==> src/rtl/acp_pkg.sv <==
// Behaviour
// (RULE1) Several enabled bus drivers resolve to low.
// (RULE2) No enabled bus driver resolves to high.
// (RULE3) Clear and preset come from data, lines one, two.
// (RULE4) Line one copies load data without cell clock.
// (RULE5) Clear and preset act low; unused held high.
// (RULE6) Six modes, frozen while the group runs.
// (RULE7) Clear low forces the register to zero.
// (RULE8) Preset by load uses data tied high.
// (RULE9) Preset via inverted clear leaves data free.
// (RULE10) Clear-preset: line one presets, line two clears.
// (RULE11) Load-clear: line one loads, line two clears.
// (RULE12) Load-preset: line two resets state, one loads.
// (RULE13) Load-preset inverts load data for inverted output.
// (RULE14) Plain load: line two has no effect.
// (RULE15) Four group lines: two clocks, two clear/preset.
// (RULE16) Clear wins over a simultaneous load.
package acp_pkg;
    localparam int CELLS = 8;
    localparam int ADDR_W = 8;
    localparam int DATA_W = 32;
    localparam int MODE_W = 3;

    // Gray-coded along the order in which the modes are usually listed.
    typedef enum logic [2:0] {
        MODE_CLEAR_ONLY = 3'h0,
        MODE_PRESET_ONLY = 3'h1,
        MODE_CLEAR_PRESET = 3'h3,
        MODE_LOAD_CLEAR = 3'h2,
        MODE_LOAD_PRESET = 3'h6,
        MODE_LOAD_PLAIN = 3'h7
    } acp_mode_type;

    // The four control lines shared by every cell of the group.
    typedef struct packed {
        logic line_four;
        logic line_three;
        logic group_control_line_two;
        logic group_control_line_one;
    } acp_ctrl_type;

    // One register bus request, as the master drives it in a cycle.
    typedef struct packed {
        logic write;
        logic read;
        logic [ADDR_W-1:0] addr;
        logic [DATA_W-1:0] wdata;
    } acp_req_type;

    localparam logic [ADDR_W-1:0] ADDR_CTRL = 8'h00;
    localparam logic [ADDR_W-1:0] ADDR_MODE = 8'h04;
    localparam logic [ADDR_W-1:0] ADDR_SYNC = 8'h08;
    localparam logic [ADDR_W-1:0] ADDR_CLKSEL = 8'h0C;
    localparam logic [ADDR_W-1:0] ADDR_DRIVE = 8'h10;
    localparam logic [ADDR_W-1:0] ADDR_STATUS = 8'h14;

    localparam int CTRL_RUN_BIT = 0;
    localparam int STAT_LEVEL_BIT = 16;
    localparam int STAT_CONTEND_BIT = 17;
    localparam int STAT_FLOAT_BIT = 18;
    localparam int STAT_RUN_BIT = 19;

    localparam logic RUN_RESET = 1'h0;
    localparam logic BUS_IDLE_LEVEL = 1'h1;
    localparam logic CELL_RESET = 1'h0;
endpackage

==> src/rtl/acp_cell.sv <==
`timescale 1ns/1ps
module acp_cell (
    input wire logic clock,
    input wire logic sys_rst,
    input wire acp_pkg::acp_mode_type mode,
    input wire logic async_load_data_input,
    input wire logic group_control_line_one,
    input wire logic group_control_line_two,
    input wire logic clk_en,
    input wire logic d,
    output logic q
);
    import acp_pkg::*;

    logic stored;
    logic inverted;
    logic load_value;
    logic load_act;
    logic clear_act;
    logic register_clear_low;
    logic register_preset_low;
    logic next_stored;

    // Both preset-only and load-with-preset keep the bit inverted.
    assign inverted = (mode == MODE_PRESET_ONLY) || (mode == MODE_LOAD_PRESET); // see RULE9
    // Tied high for clear-preset; inverted for the inverted register.
    assign load_value = (mode == MODE_CLEAR_PRESET) ? 1'h1 : // see RULE8
        (mode == MODE_LOAD_PRESET) ? !async_load_data_input : // see RULE13
        async_load_data_input;
    assign load_act = group_control_line_one && (mode == MODE_CLEAR_PRESET ||
        mode == MODE_LOAD_CLEAR || mode == MODE_LOAD_PRESET ||
        mode == MODE_LOAD_PLAIN); // see RULE4
    // Line two clears in every mode that has it; plain load ignores it.
    assign clear_act = (group_control_line_one && (mode == MODE_CLEAR_ONLY ||
        mode == MODE_PRESET_ONLY)) || (group_control_line_two &&
        (mode == MODE_CLEAR_PRESET || mode == MODE_LOAD_CLEAR ||
        mode == MODE_LOAD_PRESET)); // see RULE10 RULE11 RULE12 RULE14
    // Only the mode, the load data and lines one and two steer the active-low controls.
    assign register_preset_low = !(load_act && load_value); // see RULE3 RULE5
    assign register_clear_low = !(clear_act || (load_act && !load_value)); // see RULE3 RULE5
    // Clear wins, then preset, then the cell clock enable.
    assign next_stored = !register_clear_low ? 1'h0 : // see RULE7 RULE16
        !register_preset_low ? 1'h1 : clk_en ? (d ^ inverted) : stored;

    // The visible bit is registered too, so q never has a glitch path.
    always_ff @(posedge clock) begin
        if (sys_rst) begin
            stored <= CELL_RESET;
            q <= CELL_RESET;
        end else begin
            stored <= next_stored;
            q <= next_stored ^ inverted;
        end
    end

    property p_clear_zero;
        @(posedge clock) disable iff (sys_rst)
        !register_clear_low |=> (stored == 1'h0);
    endproperty
    a_clear_zero: assert property (p_clear_zero) else $error("Clear did not zero."); // see RULE7

    property p_clear_wins;
        @(posedge clock) disable iff (sys_rst)
        (mode == MODE_LOAD_CLEAR) && group_control_line_one && group_control_line_two
        |=> (q == 1'h0);
    endproperty
    a_clear_wins: assert property (p_clear_wins) else $error("Load beat clear."); // see RULE16

    property p_load_copy;
        @(posedge clock) disable iff (sys_rst)
        group_control_line_one && !group_control_line_two && (mode == MODE_LOAD_CLEAR ||
        mode == MODE_LOAD_PRESET || mode == MODE_LOAD_PLAIN)
        |=> (q == $past(async_load_data_input));
    endproperty
    a_load_copy: assert property (p_load_copy) else $error("Load value lost."); // see RULE4

    property p_preset_one;
        @(posedge clock) disable iff (sys_rst)
        group_control_line_one && !group_control_line_two && (mode == MODE_CLEAR_PRESET ||
        mode == MODE_PRESET_ONLY) |=> q;
    endproperty
    a_preset_one: assert property (p_preset_one) else $error("Preset gave zero."); // see RULE10

    property p_ldpre_reset;
        @(posedge clock) disable iff (sys_rst)
        (mode == MODE_LOAD_PRESET) && group_control_line_two |=> q && !stored;
    endproperty
    a_ldpre_reset: assert property (p_ldpre_reset) else $error("Preset by clear failed."); // see RULE12

    property p_plain_two;
        @(posedge clock) disable iff (sys_rst)
        (mode == MODE_LOAD_PLAIN) && !group_control_line_one && !clk_en
        |=> $stable(stored) && (q == stored);
    endproperty
    a_plain_two: assert property (p_plain_two) else $error("Line two touched plain load."); // see RULE14

    property p_unused_high;
        @(posedge clock) disable iff (sys_rst)
        (mode == MODE_CLEAR_ONLY) || (mode == MODE_PRESET_ONLY) |-> register_preset_low;
    endproperty
    a_unused_high: assert property (p_unused_high) else $error("Unused preset active."); // see RULE5
endmodule

==> src/rtl/acp_group.sv <==
`timescale 1ns/1ps
module acp_group #(
    parameter int CELLS = acp_pkg::CELLS
) (
    input wire logic clock,
    input wire logic sys_rst,
    input wire acp_pkg::acp_req_type reg_req,
    output logic [acp_pkg::DATA_W-1:0] reg_rdata,
    input wire acp_pkg::acp_ctrl_type group_ctrl,
    input wire logic [CELLS-1:0] async_load_data_input,
    output logic [CELLS-1:0] cell_q,
    output logic bus_level,
    output logic bus_contention,
    output logic bus_floating
);
    import acp_pkg::*;

    localparam int MW = MODE_W * CELLS;

    // Picks one cell's mode field out of a packed mode word.
    function automatic logic [MODE_W-1:0] field_of(
        input logic [MW-1:0] word,
        input int idx
    );
        field_of = word[idx*MODE_W +: MODE_W];
    endfunction

    // True for the six legal mode codes only.
    function automatic logic mode_ok(input logic [MODE_W-1:0] code);
        mode_ok = (code == MODE_CLEAR_ONLY) || (code == MODE_PRESET_ONLY) ||
            (code == MODE_CLEAR_PRESET) || (code == MODE_LOAD_CLEAR) ||
            (code == MODE_LOAD_PRESET) || (code == MODE_LOAD_PLAIN);
    endfunction

    logic run;
    logic [MW-1:0] mode_word;
    logic [CELLS-1:0] sync_data;
    logic [CELLS-1:0] clk_sel;
    logic [CELLS-1:0] drive_en;
    logic [MW-1:0] next_mode_word;
    logic [CELLS-1:0] cell_clk_en;
    logic [DATA_W-1:0] status_word;
    logic [DATA_W-1:0] next_rdata;
    logic any_oe;
    logic multi_oe;
    logic sel_level;
    logic next_bus_level;

    // Write decode; one strobe, one address, one register.
    wire wr_ctrl = reg_req.write && (reg_req.addr == ADDR_CTRL);
    wire wr_sync = reg_req.write && (reg_req.addr == ADDR_SYNC);
    wire wr_clksel = reg_req.write && (reg_req.addr == ADDR_CLKSEL);
    wire wr_drive = reg_req.write && (reg_req.addr == ADDR_DRIVE);
    // Modes are configuration: a running group refuses new ones.
    wire wr_mode = reg_req.write && (reg_req.addr == ADDR_MODE) && !run; // see RULE6

    // Illegal codes leave a cell's old mode in place, per field.
    for (genvar i = 0; i < CELLS; i++) begin : g_mode
        logic [MODE_W-1:0] wr_field;
        assign wr_field = field_of(reg_req.wdata[MW-1:0], i);
        assign next_mode_word[i*MODE_W +: MODE_W] =
            mode_ok(wr_field) ? wr_field : field_of(mode_word, i); // see RULE6
    end

    // Run gates the cell clocks and freezes the mode word.
    always_ff @(posedge clock) begin
        if (sys_rst) begin
            run <= RUN_RESET;
        end else if (wr_ctrl) begin
            run <= reg_req.wdata[CTRL_RUN_BIT];
        end
    end

    // Reset puts every cell into clear-only mode.
    always_ff @(posedge clock) begin
        if (sys_rst) begin
            mode_word <= '0;
        end else if (wr_mode) begin
            mode_word <= next_mode_word;
        end
    end

    // Synchronous data each cell takes on its clock enable.
    always_ff @(posedge clock) begin
        if (sys_rst) begin
            sync_data <= '0;
        end else if (wr_sync) begin
            sync_data <= reg_req.wdata[CELLS-1:0];
        end
    end

    // Per-cell choice between the two clock lines of the group.
    always_ff @(posedge clock) begin
        if (sys_rst) begin
            clk_sel <= '0;
        end else if (wr_clksel) begin
            clk_sel <= reg_req.wdata[CELLS-1:0];
        end
    end

    // Which cells drive the emulated shared bus.
    always_ff @(posedge clock) begin
        if (sys_rst) begin
            drive_en <= '0;
        end else if (wr_drive) begin
            drive_en <= reg_req.wdata[CELLS-1:0];
        end
    end

    // Lines three and four are the clock enables of the group.
    // Clear and preset stay live while stopped; only clocking needs run.
    for (genvar i = 0; i < CELLS; i++) begin : g_cell
        assign cell_clk_en[i] = run && (clk_sel[i] ? group_ctrl.line_four :
            group_ctrl.line_three); // see RULE15
        acp_cell u_cell (
            .clock(clock),
            .sys_rst(sys_rst),
            .mode(acp_mode_type'(field_of(mode_word, i))),
            .async_load_data_input(async_load_data_input[i]),
            .group_control_line_one(group_ctrl.group_control_line_one), // see RULE15
            .group_control_line_two(group_ctrl.group_control_line_two),
            .clk_en(cell_clk_en[i]),
            .d(sync_data[i]),
            .q(cell_q[i])
        );
    end

    // The bus is a mux; contention and floating are decoded from the drive enables.
    // Clearing the lowest set bit tells one driver from several.
    assign any_oe = |drive_en;
    assign multi_oe = |(drive_en & (drive_en - CELLS'(1)));
    assign sel_level = |(drive_en & cell_q);
    assign next_bus_level = multi_oe ? 1'h0 : // see RULE1
        (!any_oe ? 1'h1 : sel_level); // see RULE2

    // Bus level and its flags are registered like all outputs.
    always_ff @(posedge clock) begin
        if (sys_rst) begin
            bus_level <= BUS_IDLE_LEVEL;
            bus_contention <= 1'h0;
            bus_floating <= 1'h1;
        end else begin
            bus_level <= next_bus_level;
            bus_contention <= multi_oe;
            bus_floating <= !any_oe;
        end
    end

    // Status shows the cells and the bus as they stand now.
    assign status_word = DATA_W'(cell_q) |
        (DATA_W'(bus_level) << STAT_LEVEL_BIT) |
        (DATA_W'(bus_contention) << STAT_CONTEND_BIT) |
        (DATA_W'(bus_floating) << STAT_FLOAT_BIT) |
        (DATA_W'(run) << STAT_RUN_BIT);

    // Read mux; unmapped addresses and idle cycles return zero.
    assign next_rdata = !reg_req.read ? '0 :
        (reg_req.addr == ADDR_CTRL) ? (DATA_W'(run) << CTRL_RUN_BIT) :
        (reg_req.addr == ADDR_MODE) ? DATA_W'(mode_word) :
        (reg_req.addr == ADDR_SYNC) ? DATA_W'(sync_data) :
        (reg_req.addr == ADDR_CLKSEL) ? DATA_W'(clk_sel) :
        (reg_req.addr == ADDR_DRIVE) ? DATA_W'(drive_en) :
        (reg_req.addr == ADDR_STATUS) ? status_word : '0;

    // Read data stand for exactly the cycle after the strobe.
    always_ff @(posedge clock) begin
        if (sys_rst) begin
            reg_rdata <= '0;
        end else begin
            reg_rdata <= next_rdata;
        end
    end

    property p_bus_low;
        @(posedge clock) disable iff (sys_rst)
        multi_oe |=> (bus_level == 1'h0) && bus_contention;
    endproperty
    a_bus_low: assert property (p_bus_low) else $error("Contention not low."); // see RULE1

    property p_bus_high;
        @(posedge clock) disable iff (sys_rst)
        !any_oe |=> bus_level && bus_floating && !bus_contention;
    endproperty
    a_bus_high: assert property (p_bus_high) else $error("Idle bus not high."); // see RULE2

    property p_bus_single;
        @(posedge clock) disable iff (sys_rst)
        any_oe && !multi_oe |=> (bus_level == |($past(drive_en) & $past(cell_q)));
    endproperty
    a_bus_single: assert property (p_bus_single) else $error("Single driver lost.");

    property p_mode_frozen;
        @(posedge clock) disable iff (sys_rst)
        run |=> $stable(mode_word);
    endproperty
    a_mode_frozen: assert property (p_mode_frozen) else $error("Mode changed in run."); // see RULE6

    property p_mode_legal;
        @(posedge clock) disable iff (sys_rst)
        wr_mode && mode_ok(reg_req.wdata[MODE_W-1:0])
        |=> (mode_word[MODE_W-1:0] == $past(reg_req.wdata[MODE_W-1:0]));
    endproperty
    a_mode_legal: assert property (p_mode_legal) else $error("Mode write lost."); // see RULE6

    property p_stopped_clock;
        @(posedge clock) disable iff (sys_rst)
        !run |-> (cell_clk_en == '0);
    endproperty
    a_stopped_clock: assert property (p_stopped_clock) else $error("Clock while stopped."); // see RULE15

    property p_rdata_idle;
        @(posedge clock) disable iff (sys_rst)
        !reg_req.read |=> (reg_rdata == '0);
    endproperty
    a_rdata_idle: assert property (p_rdata_idle) else $error("Read data held over.");

    property p_status_read;
        @(posedge clock) disable iff (sys_rst)
        reg_req.read && (reg_req.addr == ADDR_STATUS)
        |=> (reg_rdata[CELLS-1:0] == $past(cell_q)) &&
            (reg_rdata[STAT_LEVEL_BIT] == $past(bus_level));
    endproperty
    a_status_read: assert property (p_status_read) else $error("Status read wrong.");
endmodule

==> config.mk <==
export PLATFORM = sky130hd
export DESIGN_NAME = acp_group
export DESIGN_NICKNAME = d
export VERILOG_FILES = /design/src/rtl/acp_pkg.sv /design/src/rtl/acp_cell.sv /design/src/rtl/acp_group.sv
export SDC_FILE = /design/constraint.sdc
export NUM_CORES = 1
export LEC_CHECK = 0
export BUFFER_PORTS_ARGS = -buffer_cell sky130_fd_sc_hd__buf_2
export CORE_MARGIN = 2
export CORE_UTILIZATION = 45
export DETAILED_ROUTE_END_ITERATION = 16
export GPL_TIMING_DRIVEN = 0
export PLACE_DENSITY = 0.67
export SLEW_MARGIN = 25
export SYNTH_ARGS = -nofsm -noshare
export SYNTH_HDL_FRONTEND = slang
export SYNTH_HIERARCHICAL = 1
export SYNTH_SLANG_ARGS = --single-unit
export TNS_END_PERCENT = 50
==> constraint.sdc <==
create_clock -name clock -period 1.6 [get_ports clock]
set_input_delay 0.08 -clock clock [delete_from_list [all_inputs] [get_ports clock]]
set_output_delay 0.08 -clock clock [all_outputs]
set_load 0.01 [all_outputs]
==> impl_metrics.tcl, run 1 <==
set metrics [dict create \
    cp.arrival_ns 1.84 \
    fp.dieW_um 109 \
    drc 0 \
    syn_avg_cell_area_um2 9.07 \
    cts_htree_levels 3 \
    switching_share_pct 24.6 \
    p_sw_mw 1.09 \
    ys.flop_type "dfxtp_1" \
    slowest_stage "dfxtp_2" \
    wl_per_cell_um 19.0 \
    synth_xor_area_share_pct 1.42 \
    synth_top_cell_by_area "dfxtp_1" \
    status "completed" \
    rsz0062_at_grt "false" \
    synthAdderAreaFrac_pct 0.407 \
    fin_nets 712 \
    gp_congestion 0.966 \
    overflow 0 \
    critical-path-top-delay-family "simple AND/OR/NAND/NOR gates" \
    cts_made_buffers 9 \
    crit_start "run$_SDFFE_PP0P_" \
    crit_top_cell "buf_6" \
    initialDrtViolationCount 308 \
    combPwrFrac_pct 8.7 \
    cts-root-buf "clkbuf_8" \
    grtUsageTotal_pct 25.5 \
    fin_tns_setup_ns 0 \
    drive_gt1_share_pct 31.6 \
    cpPeakStageDelay_ns 0.35 \
    ys_warn_count 6 \
    drt-met1-wl_mm 6.68 \
    ant_nets 0 \
    routed_wl_mm 15.2 \
    clk_pin_slew_ns 0.09 \
    startpoint_type "flip-flop" \
    leakagePower_nw 2.63 \
    synthSimpleGateAreaFrac_pct 22.6 \
    synth_top_family_by_area "simple AND/OR/NAND/NOR gates" \
    ys_ff_latch 92 \
    finalWorstSetupSlack_ns 0.0377 \
    tightestPinTransition_ns 0.836 \
    synth_edf_count 0 \
    initial_core_util_pct 45.8 \
    synth_top_area_share_pct 37.4 \
    nFillCells 985 \
    die_area_um2 11800 \
    cts_sinks 92 \
    numPortBuffers 79 \
    ys_types 54 \
    wl_met3_mm 1.07 \
    post-route-min-period_ns 1.56 \
    clkPwrFrac_pct 39.7 \
    avgViaCountPerCell 5.84 \
    dp_hpwl_mm 10.3 \
    synth_mux_area_share_pct 12.0 \
    clock_latency_ns 0.37 \
    clock_skew_ns 0.00779 \
    vias 4675 \
    reg2reg_from "run$_SDFFE_PP0P_" \
    cp_max_fo 10 \
    die_y_um 109 \
    slew_viol_final 0 \
    hold_path.class "in -> reg" \
    finalCritPeriodShare_pct 97.6 \
    setup_viol 0 \
    path_cells "and3b_1 > buf_6 > and3_1 > buf_6 > a21oi_1 > a211oi_1" \
    ios 99 \
    crit_buf_inv 2 \
    preCtsSetupSlack_ns -0.348 \
    grt_pass1_vias 4283 \
    wl_met2_mm 7.08 \
    syn-cell-area_um2 4920 \
    row_count 38 \
    pwr-share-seq_pct 51.6 \
    worstSetupPathType "reg -> reg" \
    finalHoldViolations 0 \
    ys_seq_area_share_pct 37.4 \
    clock.fmax_ghz 0.640 \
    synthTopCellsByArea "dfxtp_1 37%, mux2i_1 12%, nor2_1 3.7%" \
    power.density_nw_per_um2 733 \
    grt_max_degree 33 \
    p_int_mw 3.35 \
    n_antenna_cell 0 \
    cts_tree "yes" \
    critical_path_required_ns 1.88 \
    dp_cells 768 \
    antenna_found_initial 0 \
    areaGrowthSynthToFinish_pct 23.2 \
    first_pass_iters 5 \
    clockBufferDepth 2 \
    core_area_um2 10700 \
    relSlewSlack_pct 44.2 \
    top_layer_used "met4" \
    end_kind "flip-flop" \
    grt_pass1_wl_mm 22.5 \
    hp-start "reg_req[3]" \
    synthCells 542 \
    synth_compound_area_share_pct 21.3 \
    final-instance-count-excl-fill 801 \
    drv_cap 0 \
    async_flop_share_pct 0 \
    ir_worst_vdd_v 0.000407 \
]
metal layers:
metal | global-route usage, % | up-vias
met5 | 0 | -
met4 | 11.4 | 0
met3 | 5.00 | 29
met2 | 40.0 | 186
met1 | 34.0 | 2244
li1 | - | 2216
Yosys cell counts, types with 3 or more instances:
cell / count
nor2b_1: 11
nor3_1: 4
nand3b_1: 11
and3_2: 8
mux2i_1: 58
o2111ai_1: 8
o21a_1: 5
a21oi_1: 23
nor3b_2: 8
o221a_2: 7
o21ai_0: 14
a21oi_2: 8
a211oi_1: 8
a211o_2: 8
nor2_1: 49
nand2_1: 46
a311oi_1: 8
buf_2: 8
xor2_1: 8
o31ai_1: 11
and2b_2: 8
a22oi_1: 12
inv_1: 19
dfxtp_1: 92
or3_1: 11
clkbuf_1: 9
a311o_2: 8
nand3_1: 6
buf_4: 8
a32oi_1: 8
buf_1: 3
and2_1: 21
cells in the final DEF, fill, tap and decap left out, types with 14 or more instances in the layout:
master         count
a21oi_1           23
nand2_1           46
mux2i_1           55
buf_2             84
nor2_1            49
dfxtp_1           86
dlygate4sd3_1     17
and2_1            21
inv_1             19
o21ai_0           14
worst register-to-register path, cell delays in order, from the launching register on:
cell and delay, ns:
dfxtp_2 0.35, and3b_1 0.22, buf_6 0.18, and3_1 0.21, buf_6 0.18, a21oi_1 0.09
a211oi_1 0.24
power by group through the flow:
stage / clock network, mW / registers (mW) / logic [mW]
CTS: 1.76 / 2.29 / 0.365
finish: 1.76 / 2.29 / 0.388
global placement: 0 / 2.35 / 0.321
detailed placement: 0 / 2.35 / 0.328
floorplan: 0 / 2.35 / 0.155
global route: 1.85 / 2.29 / 0.412
area by class of cell:
cell class | count | area, µm² | share of cell area [%]
inverter | 19 | 71.3 | 1.18
clock buffer | 12 | 145 | 2.39
sequential | 92 | 1850 | 30.5
timing repair buffer | 96 | 566 | 9.33
clock inverter | 4 | 72.6 | 1.20
buffer | 30 | 188 | 3.10
tap | 140 | 175 | 2.89
multi-input combinational | 408 | 2990 | 49.4
path summary, 6_finish.rpt:
check                                                   to  slack [ns]  cells after the start
worst max register to register  mode_word[14]$_SDFFE_PP0P_        0.04                      6
worst min-delay path             mode_word[3]$_SDFFE_PP0P_       0.003                      3
worst max-delay path            mode_word[14]$_SDFFE_PP0P_        0.04                      6
worst min register to register    reg_rdata[16]$_SDFF_PP0_        0.51                      2
through the flow:
step,hold slack [ns],power (mW),util [%],cell area (µm²)
2_1_floorplan,0.152,2.50,-,4940
3_3_place_gp,0.312,2.67,51.3,5520
3_5_place_dp,0.321,2.67,51.3,5520
4_1_cts,0.00508,4.42,55.4,5950
5_1_grt,0.0102,4.56,56.4,6060
6_report,0.00346,4.44,56.4,6060
logic make-up (layout without fill, tap and decap cells):
logic type | Yosys count | after routing
muxes | 59 | 59
xor gates and xnor gates | 8 | 8
DFF | 92 | 92
AOI/OAI and AO/OA | 135 | 135
adders and majority gates | 2 | 2
buffers and inverters | 49 | 161
other | 1 | 8
and+or+nand+nor | 196 | 196
registers in the layout (all words and copies together), names as in the netlist:
signal / flops
drive_en: 8
run: 1
sync_data: 8
clk_sel: 8
reg_rdata: 24
g_cell.u_cell/q: 8
bus_contention: 1
bus_floating: 1
g_cell.u_cell/stored: 8
bus_level: 1
mode_word: 24
what timing repair did:
item / 4_1_cts / 5_1_grt
setup buffers: 0 / 0
hold endpoints to repair: 17 / 0
setup endpoints to repair: 32 / 33
hold buffers: 17 / 0
pin swaps: 0 / 2
gates resized for setup: 16 / 29
cloned: 0 / 0
No activity file was read; power rests on OpenSTA's default activity.
==> run 2: changes to the inputs <==
- ABC_AREA: default -> 1
- CELL_PAD_IN_SITES_DETAIL_PLACEMENT: default -> 0
- CELL_PAD_IN_SITES_GLOBAL_PLACEMENT: default -> 1
- CORE_UTILIZATION: 45 -> 39
- GPL_TIMING_DRIVEN: 0 -> default
- PLACE_DENSITY: 0.67 -> 0.8
==> run 2 against run 1 <==
  * Count of clock-buffer cells in the layout is 1 lower
  * Worst hold slack improved by 0.0079 ns
  * Sequential power barely moved
  * First-iteration DRC count is 10% lower
  * Clock skew grew 0.00054 ns
  * Power grew 11%
  * Die area up 14%
  * Critical endpoint is now g_cell[6].u_cell/q$_SDFF_PP0_
==> impl_metrics.tcl, run 2 <==
set metrics [dict create \
    routed_wl_mm 14.0 \
    finalHoldViolations 0 \
    seqCellArea_um2 1840 \
    end_kind "flip-flop" \
    clock_latency_ns 0.35 \
    synth_top_area_share_pct 37.8 \
    dp_hpwl_mm 10.4 \
    drc 0 \
    p_sw_mw 1.11 \
    synth_commonest_cells "155 x nand2_1, 92 x dfxtp_1, 87 x inv_1" \
    post-route-min-period_ns 1.41 \
    critical_path_required_ns 1.84 \
    ys.flop_type "dfxtp_1" \
    reg_top3 "mode_word (24), reg_rdata (24)" \
    rsz0062_at_grt "false" \
    hold_path.class "in -> reg" \
    async_flop_share_pct 0 \
    antenna_found_initial 0 \
    finalPower_mw 4.95 \
    clkPwrFrac_pct 47.3 \
    initialDrtViolationCount 277 \
    cts-root-buf "clkbuf_16" \
    syn-cell-area_um2 4870 \
    grt_pass1_vias 4641 \
    numPortBuffers 82 \
    first_pass_iters 5 \
    r2r_slack_ns 0.19 \
    fin_nets 861 \
    ir_worst_vdd_v 0.000499 \
    fp.dieW_um 116 \
    final_cell_mix "155 x nand2_1, 91 x dfxtp_1, 87 x inv_1" \
    avgViaCountPerCell 5.01 \
    cp_max_fo 12 \
    layout_commonest_cell "nand2_1" \
    vias 4898 \
    nFillCells 1254 \
    switching_share_pct 22.4 \
    yosysMostFrequentCell "nand2_1" \
    setup_viol 0 \
    die_y_um 116 \
    final-instance-count-excl-fill 977 \
    n_antenna_cell 0 \
    clk_pin_slew_ns 0.07 \
    fin_area_um2 5850 \
    areaGrowthSynthToFinish_pct 20.1 \
    ys_ff_latch 92 \
    cts_sinks 92 \
    synth_top_cell_by_area "dfxtp_1" \
    die_area_um2 13400 \
    cts_made_buffers 9 \
    ys_warn_count 6 \
    synthCells 712 \
    clockBufferDepth 2 \
    pwr-share-seq_pct 46.4 \
    dpl_cell_area_um2 5470 \
    fin_tns_setup_ns 0 \
    ys_types 33 \
    final_core_util_pct 48.3 \
    multi_input_area_um2 2540 \
    ant_nets 0 \
    core_area_um2 12100 \
    cp.arrival_ns 1.64 \
    power.density_nw_per_um2 846 \
    cts_tree "yes" \
    overflow 0 \
    dp_cells 957 \
    grt_pass1_wl_mm 22.9 \
    ios 99 \
    grtUsageTotal_pct 22.0 \
    slew_viol_final 0 \
    row_count 40 \
    worstSetupPathType "reg -> reg" \
    wl_per_cell_um 14.4 \
    status "completed" \
    drive_gt1_share_pct 22.4 \
    synthTopCellsByArea "dfxtp_1 38%, nand2_1 12%, inv_1 6.7%" \
    p_int_mw 3.84 \
    cts_htree_levels 3 \
    drv_cap 0 \
    clock.fmax_ghz 0.710 \
    leakagePower_nw 2.44 \
    syn_avg_cell_area_um2 6.84 \
    finalCritPeriodShare_pct 88.0 \
    grt_max_degree 28 \
    ys_seq_area_share_pct 37.8 \
    startpoint_type "flip-flop" \
    initial_core_util_pct 40.2 \
    synth_edf_count 0 \
    gp_congestion 0.893 \
    combPwrFrac_pct 6.3 \
    clock_skew_ns 0.00832 \
]
[run 2: cell types whose count changed after synthesis, sizes merged, moves of 21 or more]
| cell | previous run | this run |
|---|---|---|
| nand2 | 46 | 182 |
| inv | 19 | 95 |
| nand3 | 7 | 77 |
| mux2i | 58 | 0 |
| a21oi | 31 | 78 |
| o21ai | 14 | 49 |
| nor2 | 49 | 80 |
| and2 | 21 | 0 |
[run 2: layout make-up]
type | count | share of cell area, %
Multi-Input combinational cell | 509 | 43.4
Sequential cell | 92 | 31.5
Timing Repair Buffer | 98 | 9.71
Inverter | 95 | 6.23
Clock buffer | 11 | 4.32
Tap cell | 168 | 3.59
Clock inverter | 4 | 1.24
[run 2: power groups by stage]
| stage | logic (mW) | clock network, mW | registers [mW] |
|---|---|---|---|
| after floorplan | 0.158 | 0 | 2.35 |
| after global placement | 0.294 | 0 | 2.35 |
| after detailed placement | 0.301 | 0 | 2.35 |
| after CTS | 0.312 | 2.38 | 2.29 |
| after global routing | 0.344 | 2.47 | 2.29 |
| final | 0.311 | 2.34 | 2.30 |
[run 2: cell families after synthesis]
family / Yosys count / share of synthesized area [%]
compound gates: 156 / 18.8
simple gates: 345 / 32.7
flops: 92 / 37.8
other cells: 1 / 0.0770
buf+inv: 118 / 10.6
[run 2: final timing paths]
kind / start / endpoint / depth (start not counted)
setup / recovery: run$_SDFFE_PP0P_ / g_cell[6].u_cell/q$_SDFF_PP0_ / 6
hold / removal: reg_req[16] / mode_word[17]$_SDFFE_PP0P_ / 3
setup reg to reg: run$_SDFFE_PP0P_ / g_cell[6].u_cell/q$_SDFF_PP0_ / 6
hold reg to reg: bus_floating$_SDFF_PP1_ / reg_rdata[18]$_SDFF_PP0_ / 2
[run 2: what timing repair did]
action	CTS	global route
hold endpoints to repair	5	0
setup buffers	0	0
hold buffers	5	0
resized for setup	0	1
endpoints found under the setup margin	0	13
[run 2: critical path: stages (launching register included)]
cell and delay (ns):
dfxtp_2 0.48, o21ai_0 0.13, a21oi_1 0.22, o21a_1 0.18, nand2_2 0.07, a21oi_1 0.15, nor2_1 0.06
[run 2: through the flow]
stage	setup WS [ns]	hold WS (ns)
after floorplan	0.284	0.152
after global placement	0.0660	0.351
after detailed placement	0.0218	0.352
after CTS	0.0120	0.00159
after global routing	0.0530	0.0170
final	0.192	0.0114
[run 2: routing by layer]
layer	GRT usage, %	part of all wire, %	up-vias
li1	-	-	2476
met1	28.7	45	2263
met2	37.3	47	142
met3	3.29	5.8	17
met4	7.22	1.5	0
met5	0	0	-
==> run 3: changes to the inputs <==
- CORE_ASPECT_RATIO: default -> 0.9
==> run 3 against run 2 <==
  * Clock skew hardly changed
  * Utilization about the same
  * Final cell count is 0.51% lower
  * Global-route usage is 0.17 points higher
  * Cell area up 0.11%
  * Largest cell class unchanged
  * Largest power group unchanged
==> impl_metrics.tcl, run 3 (synthesis results as in run 2) <==
set metrics [dict create \
    status "completed" \
    drv_cap 0 \
    rsz0062_at_grt "false" \
    wl_per_cell_um 14.6 \
    numPortBuffers 82 \
    cts_tree "yes" \
    cp.arrival_ns 1.57 \
    clockBufferDepth 2 \
    preCtsSetupSlack_ns -0.00243 \
    layout_commonest_cell "nand2_1" \
    cpPeakStageDelay_ns 0.45 \
    clock.fmax_ghz 0.749 \
    cts_made_buffers 9 \
    core_area_um2 12100 \
    finalPower_mw 4.97 \
    grt_pass1_vias 4522 \
    rr_worst_depth 6 \
    grt_max_degree 30 \
    fin_nets 863 \
    drc 0 \
    clock_latency_ns 0.35 \
    die_y_um 110 \
    end_kind "flip-flop" \
    clk_pin_slew_ns 0.07 \
    min_path_cells 3 \
    finalWorstSetupSlack_ns 0.265 \
    critical_path_required_ns 1.83 \
    power.density_nw_per_um2 849 \
    clock_skew_ns 0.00847 \
    dpl_cell_area_um2 5460 \
    finalCritPeriodShare_pct 83.4 \
    cts_htree_levels 3 \
    final-instance-count-excl-fill 972 \
    drive_gt1_share_pct 22.7 \
    initialDrtViolationCount 311 \
    cts_setup_buffers 0 \
    routed_wl_mm 14.2 \
    cts_sinks 92 \
    final_core_util_pct 48.3 \
    n_antenna_cell 0 \
    initial_core_util_pct 40.2 \
    whs_ns 0.0145 \
    leakagePower_nw 2.46 \
    path_cells "o21ai_0 > a21oi_1 > o21a_1 > nand2_2 > a21oi_1 > nor2_1" \
    hold_path.class "in -> reg" \
    startpoint_type "flip-flop" \
    fin_area_um2 5850 \
    grt_pass1_wl_mm 22.7 \
    slew_viol_final 0 \
    gp_congestion 0.878 \
    vias 4842 \
    row_count 38 \
    grtUsageTotal_pct 22.1 \
    fp.dieW_um 122 \
    ir_worst_vdd_v 0.000451 \
    final_cell_mix "155 x nand2_1, 91 x dfxtp_1, 87 x inv_1" \
    die_area_um2 13400 \
    crit_top_cell "a21oi_1" \
    ant_nets 0 \
    slowest_stage "dfxtp_4" \
    ios 99 \
    cts-root-buf "clkbuf_16" \
    dp_cells 951 \
    avgViaCountPerCell 4.98 \
    finalHoldViolations 0 \
    overflow 0 \
    first_pass_iters 4 \
    fin_tns_setup_ns 0 \
    worstSetupPathType "reg -> reg" \
    reg_top3 "mode_word (24), reg_rdata (24)" \
    post-route-min-period_ns 1.34 \
    dp_hpwl_mm 10.3 \
    r2r_slack_ns 0.26 \
    cp_max_fo 12 \
    areaGrowthSynthToFinish_pct 20.2 \
    setup_viol 0 \
    antenna_found_initial 0 \
]
==> run 3: power by group <==
part	leakage [nW]	switching (mW)	internal (mW)
registers	0.742	0.00294	2.29
clock network	0.169	0.881	1.49
logic	1.55	0.205	0.102
==> run 3: critical path: cells and delay by family, from the launching register on <==
kind | cells | cell delay (ns)
AO/OA/AOI/OAI | 4 | 0.64
flip-flops | 1 | 0.45
AND/OR/NAND/NOR | 2 | 0.12
==> run 3: per-layer routing <==
layer  vias up  wire length [µm]  GRT usage (%)
met5         -                 0              0
met4         0               238           6.40
met3        18               721           4.94
met2       121              6360           36.4
met1      2224              6870           29.3
li1       2479                 -              -
==> run 3: final timing paths <==
kind	from	to
max	run$_SDFFE_PP0P_	g_cell[4].u_cell/q$_SDFF_PP0_
min	reg_req[13]	mode_word[14]$_SDFFE_PP0P_
max reg2reg	run$_SDFFE_PP0P_	g_cell[4].u_cell/q$_SDFF_PP0_
min reg2reg	bus_level$_SDFF_PP1_	reg_rdata[16]$_SDFF_PP0_
==> run 3: cell type report <==
cell class              count  area [µm²]
well taps                 160         200
clock inverters             4        70.1
repair buffers            100         571
clock buffers              12         267
fillers                  1271        6270
flip-flops and latches     92        1850
multi-input cells         509        2540
inverters                  95         364
==> run 3: what timing repair did <==
action                                  CTS  global route
gates cloned                              0             0
endpoints found under the setup margin    3             1
hold buffers                              5             0
resized for setup                         1             1
hold endpoints to repair                  5             0
